**src/design/eng_field_defines.svh**
```systemverilog
`ifndef ENG_FIELD_DEFINES_SVH
`define ENG_FIELD_DEFINES_SVH

// Scan cycle timing
`define SCAN_PERIOD_NS    1477000000
`define CLK_PERIOD_NS     100

// Engineering subfield placement (packet bit numbers)
`define ENG_FIELD_BITS    1792
`define ENG_FIRST         13'd3943
`define ENG_LAST          13'd4111
`define ENG_FILL_START    13'd4108
`define ENG_LOCAL_OFS     13'd2416
`define ENG_VEC_BITS      169

// Analog telemetry board access
`define ADC_SEL_ADDR      20'hc0003
`define ADC_READ_ADDR     20'hc0004
`define ITEM_LAST         4'hf
`define ITEM_MUX_TABLE    {16'h56f3, 16'h139b, 16'h141b, 16'h119b, 16'h131b, 16'h149b, 16'h129b, 16'h121b, \
                           16'h5f75, 16'h5ef5, 16'h5e75, 16'h5df5, 16'h19ab, 16'h345b, 16'h365b, 16'h375b}

// Housekeeping frames
`define HK_CUR_START      13'd144
`define HK_PRV_START      13'd656
`define HK_END            13'd1167
`define HK_WORD_LAST      5'h1f
`define HK_MAJ_LAST       9'd5
`define HK_PAD1_LO        9'd285
`define HK_PAD1_HI        9'd319
`define HK_PAD2_LO        9'd436
`define HK_PAD2_HI        9'd447
`define HK_PAD3           9'd511

// Output buffer
`define OUT_FIFO_DEPTH    16
`define OUT_FIFO_WIDTH    15

`endif

```
**src/design/eng_field_pkg.sv**
```systemverilog
package eng_field_pkg;
    typedef enum logic [2:0] {
        ST_IDLE,
        ST_SEL,
        ST_READ,
        ST_ENG,
        ST_HK
    } pack_state_t;

    typedef logic [12:0] pkt_pos_t;
    typedef logic [1:0]  bank_t;
endpackage

```
**src/design/engineering_packet_field_packer.sv**
```systemverilog
// Functional notes
// - Engineering field is fixed layout, 1792 bits
// - Photodiode B temp, 12 bits at 3943
// - Seven 9-bit source temps from 3955
// - Four 12-bit focal plane temps from 4018
// - Bulkhead 4066, scan motor 4075, 9 bits
// - Mirror coupled temps 12 bits at 4084, 4096
// - Four fill bits at 4108
// - Subfield ends 4111; local equals packet minus 2416
// - Refresh and emit every 1.477 s scan
// - Analog reads via C0003/C0004 with mux code
// - Keep current and prior housekeeping frames, rotating
// - Frames at 144 and 656; 6-bit cycle first
// - Bits 0-319 one-second words, pad 285-319
// - Bits 320-447 eight-second words, pad 436-447
// - Bits 448-511 unique words, pad bit 511
`include "eng_field_defines.svh"
`timescale 1ns/1ps
`default_nettype none

module eng_bit_fifo #(
    parameter int WIDTH = 15,
    parameter int DEPTH = 16
) (
    // Clock and reset
    input  wire logic             core_clk,
    input  wire logic             reset_n,
    // Fill side
    input  wire logic             in_valid,
    output logic                  in_ready,
    input  wire logic [WIDTH-1:0] in_data,
    // Drain side
    output logic                  out_valid,
    input  wire logic             out_ready,
    output logic [WIDTH-1:0]      out_data
);
    localparam int AW = $clog2(DEPTH);
    logic [WIDTH-1:0] mem [DEPTH];
    logic [AW-1:0]    wr_ptr, next_wr_ptr;
    logic [AW-1:0]    rd_ptr, next_rd_ptr;
    logic [AW:0]      count, next_count;
    logic             push, pop;
    // Full at DEPTH entries; the filler stalls there rather than dropping bits
    assign in_ready  = (count < (AW+1)'(DEPTH));
    assign out_valid = (count != '0);
    assign out_data  = mem[rd_ptr];
    assign push      = in_valid && in_ready;
    assign pop       = out_valid && out_ready;
    always_comb begin
        next_wr_ptr = push ? wr_ptr + 1'b1 : wr_ptr;
        next_rd_ptr = pop ? rd_ptr + 1'b1 : rd_ptr;
        next_count  = count + (AW+1)'(push) - (AW+1)'(pop);
    end
    always_ff @(posedge core_clk or negedge reset_n) begin
        if (!reset_n) begin
            wr_ptr <= '0;
            rd_ptr <= '0;
            count  <= '0;
        end else begin
            wr_ptr <= next_wr_ptr;
            rd_ptr <= next_rd_ptr;
            count  <= next_count;
        end
    end
    always_ff @(posedge core_clk) begin
        if (push) begin
            mem[wr_ptr] <= in_data;
        end
    end
endmodule

module engineering_packet_field_packer import eng_field_pkg::*; #(
    parameter int SCAN_CYCLES = `SCAN_PERIOD_NS / `CLK_PERIOD_NS
) (
    // Clock and reset
    input  wire logic        core_clk,
    input  wire logic        reset_n,
    // Analog telemetry board
    output logic             adc_wr,
    output logic             adc_rd,
    output logic [19:0]      adc_addr,
    output logic [15:0]      adc_wdata,
    input  wire logic        adc_rdy,
    input  wire logic [11:0] adc_rdata,
    // Housekeeping words from flight software
    input  wire logic        hk_word_valid,
    input  wire logic [15:0] hk_word,
    input  wire logic [5:0]  major_cycle_number,
    // Packet bit stream
    output logic             out_valid,
    input  wire logic        out_ready,
    output logic             out_packet,
    output logic [12:0]      out_pos,
    output logic             out_bit
);
    localparam int FW = `OUT_FIFO_WIDTH;
    pack_state_t  state, next_state;
    logic [3:0]   item, next_item;
    pkt_pos_t     pos, next_pos;
    logic [11:0]  samp [16];
    logic [11:0]  next_samp [16];
    logic [23:0]  timer, next_timer;
    logic         scan_due, next_scan_due;
    logic         hk_due, next_hk_due;
    logic         next_adc_wr, next_adc_rd;
    logic [19:0]  next_adc_addr;
    logic [15:0]  next_adc_wdata;
    logic [255:0] mux_table;
    logic [`ENG_VEC_BITS-1:0] eng_vec;
    logic [15:0]  hk_mem [3][32];
    logic [5:0]   hk_maj [3];
    logic [4:0]   hk_cnt, next_hk_cnt;
    bank_t        fill_bank, cur_bank, prv_bank;
    bank_t        next_fill_bank, next_cur_bank, next_prv_bank;
    logic         frame_done;
    logic         push_valid, push_ready, push_bit;
    logic         in_prior;
    logic [8:0]   loc;
    bank_t        rd_bank;
    logic [15:0]  rd_word;
    logic         hk_bit;
    logic [FW-1:0] fifo_out;
    assign mux_table = `ITEM_MUX_TABLE;
    // Passive items keep the top 9 of the 12 converter bits
    assign eng_vec = {samp[0],
                      samp[1][11:3], samp[2][11:3], samp[3][11:3], samp[4][11:3],
                      samp[5][11:3], samp[6][11:3], samp[7][11:3],
                      samp[8], samp[9], samp[10], samp[11],
                      samp[12][11:3], samp[13][11:3],
                      samp[14], samp[15],
                      4'h0};
    // Acquisition, scan timing and emission sequencing
    always_comb begin
        next_state     = state;
        next_item      = item;
        next_pos       = pos;
        next_samp      = samp;
        next_adc_wr    = 1'b0;
        next_adc_rd    = 1'b0;
        next_adc_addr  = adc_addr;
        next_adc_wdata = adc_wdata;
        next_scan_due  = scan_due;
        next_hk_due    = hk_due;
        push_valid     = 1'b0;
        push_bit       = 1'b0;
        next_timer     = (timer == '0) ? 24'(SCAN_CYCLES - 1) : timer - 1'b1;
        unique case (state)
            ST_IDLE: begin
                if (scan_due) begin
                    next_scan_due  = 1'b0;
                    next_item      = '0;
                    next_state     = ST_SEL;
                    next_adc_wr    = 1'b1;
                    next_adc_addr  = `ADC_SEL_ADDR;
                    next_adc_wdata = mux_table[255 -: 16];
                end else if (hk_due) begin
                    next_hk_due = 1'b0;
                    next_pos    = `HK_CUR_START;
                    next_state  = ST_HK;
                end
            end
            ST_SEL: begin
                next_adc_rd   = 1'b1;
                next_adc_addr = `ADC_READ_ADDR;
                next_state    = ST_READ;
            end
            ST_READ: begin
                next_adc_rd = !adc_rdy;
                if (adc_rdy) begin
                    next_samp[item] = adc_rdata;
                    if (item == `ITEM_LAST) begin
                        next_pos   = `ENG_FIRST;
                        next_state = ST_ENG;
                    end else begin
                        next_item      = item + 1'b1;
                        next_adc_wr    = 1'b1;
                        next_adc_addr  = `ADC_SEL_ADDR;
                        next_adc_wdata = mux_table[8'(255 - 16 * (int'(item) + 1)) -: 16];
                        next_state     = ST_SEL;
                    end
                end
            end
            ST_ENG: begin
                push_valid = 1'b1;
                push_bit   = eng_vec[8'(`ENG_LAST - pos)];
                if (push_ready) begin
                    next_pos = pos + 1'b1;
                    if (pos == `ENG_LAST) begin
                        next_state = ST_IDLE;
                    end
                end
            end
            ST_HK: begin
                push_valid = 1'b1;
                push_bit   = hk_bit;
                if (push_ready) begin
                    next_pos = pos + 1'b1;
                    if (pos == `HK_END) begin
                        next_state = ST_IDLE;
                    end
                end
            end
        endcase
        if (timer == '0) begin
            next_scan_due = 1'b1;
        end
        if (frame_done) begin
            next_hk_due = 1'b1;
        end
    end
    always_ff @(posedge core_clk or negedge reset_n) begin
        if (!reset_n) begin
            state     <= ST_IDLE;
            item      <= '0;
            pos       <= '0;
            timer     <= '0;
            scan_due  <= 1'b0;
            hk_due    <= 1'b0;
            adc_wr    <= 1'b0;
            adc_rd    <= 1'b0;
            adc_addr  <= '0;
            adc_wdata <= '0;
            samp      <= '{default: '0};
        end else begin
            state     <= next_state;
            item      <= next_item;
            pos       <= next_pos;
            timer     <= next_timer;
            scan_due  <= next_scan_due;
            hk_due    <= next_hk_due;
            adc_wr    <= next_adc_wr;
            adc_rd    <= next_adc_rd;
            adc_addr  <= next_adc_addr;
            adc_wdata <= next_adc_wdata;
            samp      <= next_samp;
        end
    end
    // Three banks so a frame being filled never disturbs the two on offer
    assign frame_done = hk_word_valid && (hk_cnt == `HK_WORD_LAST);
    always_comb begin
        next_hk_cnt    = hk_word_valid ? hk_cnt + 1'b1 : hk_cnt;
        next_fill_bank = fill_bank;
        next_cur_bank  = cur_bank;
        next_prv_bank  = prv_bank;
        if (frame_done) begin
            next_cur_bank  = fill_bank;
            next_prv_bank  = cur_bank;
            next_fill_bank = prv_bank;
        end
    end
    always_ff @(posedge core_clk or negedge reset_n) begin
        if (!reset_n) begin
            hk_cnt    <= '0;
            fill_bank <= 2'h0;
            cur_bank  <= 2'h1;
            prv_bank  <= 2'h2;
        end else begin
            hk_cnt    <= next_hk_cnt;
            fill_bank <= next_fill_bank;
            cur_bank  <= next_cur_bank;
            prv_bank  <= next_prv_bank;
        end
    end
    always_ff @(posedge core_clk) begin
        if (hk_word_valid) begin
            hk_mem[fill_bank][hk_cnt] <= hk_word;
            if (hk_cnt == '0) begin
                hk_maj[fill_bank] <= major_cycle_number;
            end
        end
    end
    // Frame bit lookup; a transfer is assumed to finish before the next frame lands
    assign in_prior = (pos >= `HK_PRV_START);
    assign loc      = in_prior ? 9'(pos - `HK_PRV_START) : 9'(pos - `HK_CUR_START);
    assign rd_bank  = in_prior ? prv_bank : cur_bank;
    assign rd_word  = hk_mem[rd_bank][loc[8:4]];
    always_comb begin
        hk_bit = rd_word[4'hf - loc[3:0]];
        if (loc <= `HK_MAJ_LAST) begin
            hk_bit = hk_maj[rd_bank][3'(`HK_MAJ_LAST - loc)];
        end else if (loc >= `HK_PAD1_LO && loc <= `HK_PAD1_HI) begin
            hk_bit = 1'b0;
        end else if (loc >= `HK_PAD2_LO && loc <= `HK_PAD2_HI) begin
            hk_bit = 1'b0;
        end else if (loc == `HK_PAD3) begin
            hk_bit = 1'b0;
        end
    end
    eng_bit_fifo #(.WIDTH (FW), .DEPTH (`OUT_FIFO_DEPTH)) u_fifo (
        .core_clk  (core_clk),   .reset_n   (reset_n),
        .in_valid  (push_valid), .in_ready  (push_ready),
        .in_data   ({state == ST_HK, pos, push_bit}),
        .out_valid (out_valid),  .out_ready (out_ready),
        .out_data  (fifo_out)
    );
    assign {out_packet, out_pos, out_bit} = fifo_out;

    a_eng_local_range: assert property (@(posedge core_clk) disable iff (!reset_n)
        state == ST_ENG |-> (pos - `ENG_LOCAL_OFS) < 13'(`ENG_FIELD_BITS))
        else $error("engineering bit outside field");
    a_eng_ends_last: assert property (@(posedge core_clk) disable iff (!reset_n)
        state == ST_ENG && push_ready && pos == `ENG_LAST |=> state == ST_IDLE)
        else $error("engineering subfield did not end at its last bit");
    a_eng_first_bit: assert property (@(posedge core_clk) disable iff (!reset_n)
        state == ST_ENG && pos == `ENG_FIRST |-> push_bit == samp[0][11])
        else $error("photodiode B msb not at its start bit");
    a_fill_zero: assert property (@(posedge core_clk) disable iff (!reset_n)
        state == ST_ENG && pos >= `ENG_FILL_START |-> !push_bit)
        else $error("fill bit not zero");
    a_sel_then_read: assert property (@(posedge core_clk) disable iff (!reset_n)
        adc_wr |-> adc_addr == `ADC_SEL_ADDR ##1 adc_rd && adc_addr == `ADC_READ_ADDR)
        else $error("channel select not followed by data read");
    a_scan_refresh: assert property (@(posedge core_clk) disable iff (!reset_n)
        timer == '0 |=> scan_due)
        else $error("scan cycle start lost");
    a_frame_rotate: assert property (@(posedge core_clk) disable iff (!reset_n)
        frame_done |=> prv_bank == $past(cur_bank) && cur_bank == $past(fill_bank))
        else $error("housekeeping frames did not rotate");
    a_hk_pad_zero: assert property (@(posedge core_clk) disable iff (!reset_n)
        state == ST_HK && loc >= `HK_PAD1_LO && loc <= `HK_PAD1_HI |-> !push_bit)
        else $error("one-second padding not zero");
    a_hk_last_pad: assert property (@(posedge core_clk) disable iff (!reset_n)
        state == ST_HK && loc == `HK_PAD3 |-> !push_bit)
        else $error("frame last bit not zero");
    a_hk_ends: assert property (@(posedge core_clk) disable iff (!reset_n)
        state == ST_HK && push_ready && pos == `HK_END |=> state == ST_IDLE)
        else $error("housekeeping transfer overran prior frame");
endmodule

`default_nettype wire

```
**config.mk**
```make
export PLATFORM = sky130hd
export DESIGN_NAME = engineering_packet_field_packer
export DESIGN_NICKNAME = d
export VERILOG_FILES = /design/src/design/eng_field_pkg.sv /design/src/design/engineering_packet_field_packer.sv
export VERILOG_INCLUDE_DIRS = /design/src /design/src/design
export SDC_FILE = /design/constraint.sdc
export NUM_CORES = 2
export LEC_CHECK = 0
export ABC_CLOCK_PERIOD_IN_PS = 7000
export BUFFER_PORTS_ARGS = -buffer_cell sky130_fd_sc_hd__buf_2
export CAP_MARGIN = 20
export CORE_UTILIZATION = 55
export DETAILED_ROUTE_END_ITERATION = 10
export PLACE_DENSITY = 0.71
export SLEW_MARGIN = 20
export SYNTH_ARGS = -nofsm -noshare
export SYNTH_HDL_FRONTEND = slang
export SYNTH_SLANG_ARGS = --single-unit
```
**constraint.sdc**
```tcl
create_clock -name core_clk -period 7 [get_ports core_clk]
set_input_delay 1.4 -clock core_clk [delete_from_list [all_inputs] [get_ports core_clk]]
set_output_delay 1.4 -clock core_clk [all_outputs]
set_load 0.1 [all_outputs]
```
==> impl_metrics.py <==
metrics = {
    "pwr": {
        "total_leakage_power_nw": 31.6,
        "power_mw": 35.9,
        "clockPowerShare": 0.299,
        "internal_dissipation_mw": 23.4,
        "power.net_switching_mw": 12.5,
        "p_seq_frac": 0.408,
        "power-per-cell-area_mw_per_mm2": 384,
        "p_comb_frac": 0.293,
        "worst_ir_drop_vdd_uv": 315,
        "power.share.switching": 0.348,
    },
    "global_route": {
        "grt_antenna_before_repair": 11,
        "grt_usage": 0.315,
        "largest_net_degree_at_the_start_of_global_routing": 108,
        "grt.overflow.total": 0,
        "grt_first_pass_wirelength_um": 341000,
        "grt_pass1_vias": 47200,
    },
    "hold_path": {
        "hold_path.class": "reg2reg",
    },
    "worst_setup_path": {
        "worst-r2r-setup-slack_ns": 0.73,
        "worstPathRequired_ns": 7.67,
        "worst-endpoint-arrival_ns": 6.95,
        "crit_slowest_cell": "sky130_fd_sc_hd__o41ai_1",
        "cpPeakStageDelay_ns": 1.09,
        "timing_worst_setup_path_type": "reg2reg",
        "timing.critical_path.from_type": "flop",
        "timing.critical_path.to_type": "flop",
        "critPathMaxFanout": 61,
        "path_common_cell": "sky130_fd_sc_hd__o21ai_4",
        "critical_path.cell_chain": "ha_1, nand4b_1, o21ai_4, o21ai_4, nand2_8, buf_12, mux2_2, o21ai_0, o41ai_1, o311ai_1, o41ai_2, nand4_1, o31ai_2, buf_4",
    },
    "synthesis": {
        "ys_ff_latch": 2046,
        "yosysUniqueCellTypes": 95,
        "post_syn_instances": 4762,
        "post_synth_and_or_nand_nor_area_fraction": 0.0517,
        "synth.top_cells.by_area": "sky130_fd_sc_hd__edfxtp_1 64%, sky130_fd_sc_hd__mux4_2 11%, sky130_fd_sc_hd__dfrtp_1 7.5%",
        "complex_gate_fraction_of_the_synthesized_area": 0.0532,
        "dominant_combinational_cell_family_by_area_after_synthesis": "multiplexers",
        "synthXorXnorAreaFrac": 0.00367,
        "synth.yosys.seq_area_share": 0.720,
        "synth_adder_area_share": 0.00503,
        "synthesis.yosys.warnings": 0,
        "synthDominantAreaCellType": "sky130_fd_sc_hd__edfxtp_1",
        "yosys-mux-area-fraction": 0.146,
        "post-synth-top-area-fraction": 0.644,
        "synth_most_common_cell": "sky130_fd_sc_hd__edfxtp_1",
        "synth-edff-count": 1794,
        "leading_cell_types_by_count_after_synthesis": "1,794 x sky130_fd_sc_hd__edfxtp_1, 393 x sky130_fd_sc_hd__mux4_2, 377 x sky130_fd_sc_hd__nand2_1",
        "most_used_dff_post_synth": "sky130_fd_sc_hd__edfxtp_1",
        "synth.cell_area_mm2": 0.0836,
        "syn_area_per_cell_um2": 17.6,
        "async_reset_ff_frac": 0.123,
    },
    "layout": {
        "fin_area_mm2": 0.0936,
        "drive_gt1_frac": 0.241,
        "layout.nets": 5024,
        "final_core_utilization": 0.622,
        "sequential_cell_area_mm2": 0.0602,
        "fillCellCount": 10600,
        "area_used_by_multi_input_combinational_logic_mm2": 0.0219,
        "syn2layout_area_growth_pct": 11.9,
    },
    "clock_tree": {
        "clock_buffer_depth": 3,
        "cts_root_buffer": "sky130_fd_sc_hd__clkbuf_16",
        "post_cts_resized": 0,
        "clock_transition_at_the_registers_of_the_reported_paths_ns": 0.06,
        "clkLatencyLatePin_ns": 0.85,
        "post_cts_buffers": 0,
        "sink_count_of_the_clock_tree": 2046,
        "clock_tree_from_tritoncts": "built",
        "cts_inserted_buffers": 200,
        "cts_htree_levels": 4,
        "cts_hold_buf": 0,
    },
    "floorplanning": {
        "fp.dieH_um": 392,
        "initial_utilization": 0.556,
        "floorplan.die.width_um": 392,
        "placeable_core_region_mm2": 0.150,
        "ios": 93,
        "floorplan.rows": 142,
        "die_area_mm2": 0.154,
    },
    "sta": {
        "fin_tns_setup_ns": 0,
        "grt_setup_unrepaired": "no",
        "worst_slew_margin_rel": 0.183,
        "total_of_endpoints_with_negative_setup_slack_in_the_final_report": 0,
        "worst-slew-pin-transition_ns": 1.21,
        "hold_viol": 0,
        "final_max_slew_viol_count": 0,
        "clock-skew-final_ns": 0.0482,
        "period_needed_ns": 6.27,
        "timing.fmax_ghz": 0.159,
        "layout_worst_path_cycle_share": 0.896,
    },
    "job": {
        "max_cap_violations": 0,
    },
    "routing": {
        "ant_nets": 0,
        "route.vias.total": 47800,
        "drt-total-wl_um": 238000,
        "dr.pass1.iters": 7,
        "vias_per_cell": 6.69,
        "remaining_drc_errors": 0,
        "drtIter0Drc": 6237,
        "wl_per_cell_um": 33.4,
    },
    "place": {
        "finalWeightedCongestion": 1.04,
        "dpl.hpwl_um": 147000,
        "placed_area_mm2": 0.0870,
        "port_buffers": 76,
    },
    "status": {
        "outcome": "completed",
    },
}
[placed cells by master (no fill, tap or decap), types with 29 or more instances in the layout]
master / Yosys / routed
sky130_fd_sc_hd__dfrtp_1: 250 / 245
sky130_fd_sc_hd__nor2_1: 227 / 218
sky130_fd_sc_hd__and3_1: 40 / 40
sky130_fd_sc_hd__a22oi_1: 29 / 29
sky130_fd_sc_hd__nor3_1: 67 / 67
sky130_fd_sc_hd__ha_1: 32 / 31
sky130_fd_sc_hd__o21ai_0: 130 / 130
sky130_fd_sc_hd__nand3_1: 109 / 109
sky130_fd_sc_hd__inv_1: 38 / 38
sky130_fd_sc_hd__a31oi_1: 54 / 53
sky130_fd_sc_hd__mux2_2: 197 / 197
sky130_fd_sc_hd__clkinv_2: 0 / 32
sky130_fd_sc_hd__a21oi_1: 112 / 110
sky130_fd_sc_hd__a221oi_1: 29 / 29
sky130_fd_sc_hd__nand2_1: 377 / 377
sky130_fd_sc_hd__edfxtp_1: 1794 / 1794
sky130_fd_sc_hd__mux4_2: 393 / 393
sky130_fd_sc_hd__buf_4: 43 / 206
sky130_fd_sc_hd__clkinv_1: 1 / 31
sky130_fd_sc_hd__clkbuf_16: 0 / 203
sky130_fd_sc_hd__buf_2: 76 / 59
sky130_fd_sc_hd__clkbuf_1: 154 / 48
sky130_fd_sc_hd__mux2i_1: 117 / 117
sky130_fd_sc_hd__o22ai_1: 32 / 32
[area by class of cell]
cell class	count	area share
Antenna cell	2	0.0000535
Clock buffer	264	0.0581
Clock inverter	108	0.0120
Inverter	42	0.00168
Multi-Input combinational cell	2377	0.234
Sequential cell	2046	0.643
Tap cell	2016	0.0270
Timing Repair Buffer	285	0.0238
[power groups by stage]
stage / registers, mW / logic [mW] / clock network, mW
finish: 14.6 / 10.5 / 10.7
global route: 14.7 / 10.8 / 11.3
CTS: 14.6 / 10.3 / 10.8
detailed placement: 14.9 / 10.3 / 0
global placement: 14.9 / 10.2 / 0
floorplan: 14.8 / 6.45 / 0
[worst max-delay path, delay by kind of cell (launching register included)]
family / cells / cell delay [ns]
flip-flops: 1 / 0.93
AND/OR/NAND/NOR: 3 / 0.87
multiplexers: 1 / 0.22
AO/OA/AOI/OAI: 7 / 3.04
adder cells (fa/ha/maj): 1 / 0.30
buffers and inverters: 2 / 0.65
[path summary, 6_finish.rpt]
check,startpoint,cells after the start,end
max,pos[4],14,u_fifo.mem[10][0]
min,timer[0],1,timer[0]
max reg2reg,pos[4],14,u_fifo.mem[10][0]
min reg2reg,timer[0],1,timer[0]
max in group asynchronous,reset_n,2,eng_vec[61]
min in group asynchronous,reset_n,1,timer[15]
[flip-flops by register name, summed over array words and instances (netlist names)]
register	count
hk_maj	18
hk_mem	1536
prv_bank	2
hk_cnt	5
timer	24
fill_bank	2
scan_due	1
u_fifo.wr_ptr	4
pos	13
u_fifo.count	5
hk_due	1
adc_addr	3
adc_wdata	12
adc_wr	1
item	4
u_fifo.rd_ptr	4
adc_rd	1
u_fifo.mem	240
state	3
cur_bank	2
eng_vec	165
[through the flow]
stage                     setup WS [ns]  std cells  hold WS [ns]
after floorplan                    2.01       4777         0.429
after global placement             1.11       6762         0.449
after detailed placement           1.13       6765         0.463
after CTS                          1.08       7137         0.471
after global routing              0.622       7138         0.505
final                             0.727       7140         0.473
[per-layer routing]
metal  vias to the layer above  track usage  routed length, µm  part of all wire
met3                       681       0.0710              25100              0.11
met2                      2956        0.484             110000              0.46
met4                         4        0.165              14900             0.062
met5                         -            0                 28           0.00012
li1                      19500            -                  -                 -
met1                     24700        0.424              88200              0.37
[cells by family after synthesis]
group / Yosys count
and+or+nand+nor: 951
xor gates and xnor gates: 35
muxes: 707
DFF: 2046
other: 1
adders and majority gates: 33
buffers and inverters: 354
AOI/OAI and AO/OA: 635
No activity file was read; power rests on OpenSTA's default activity.
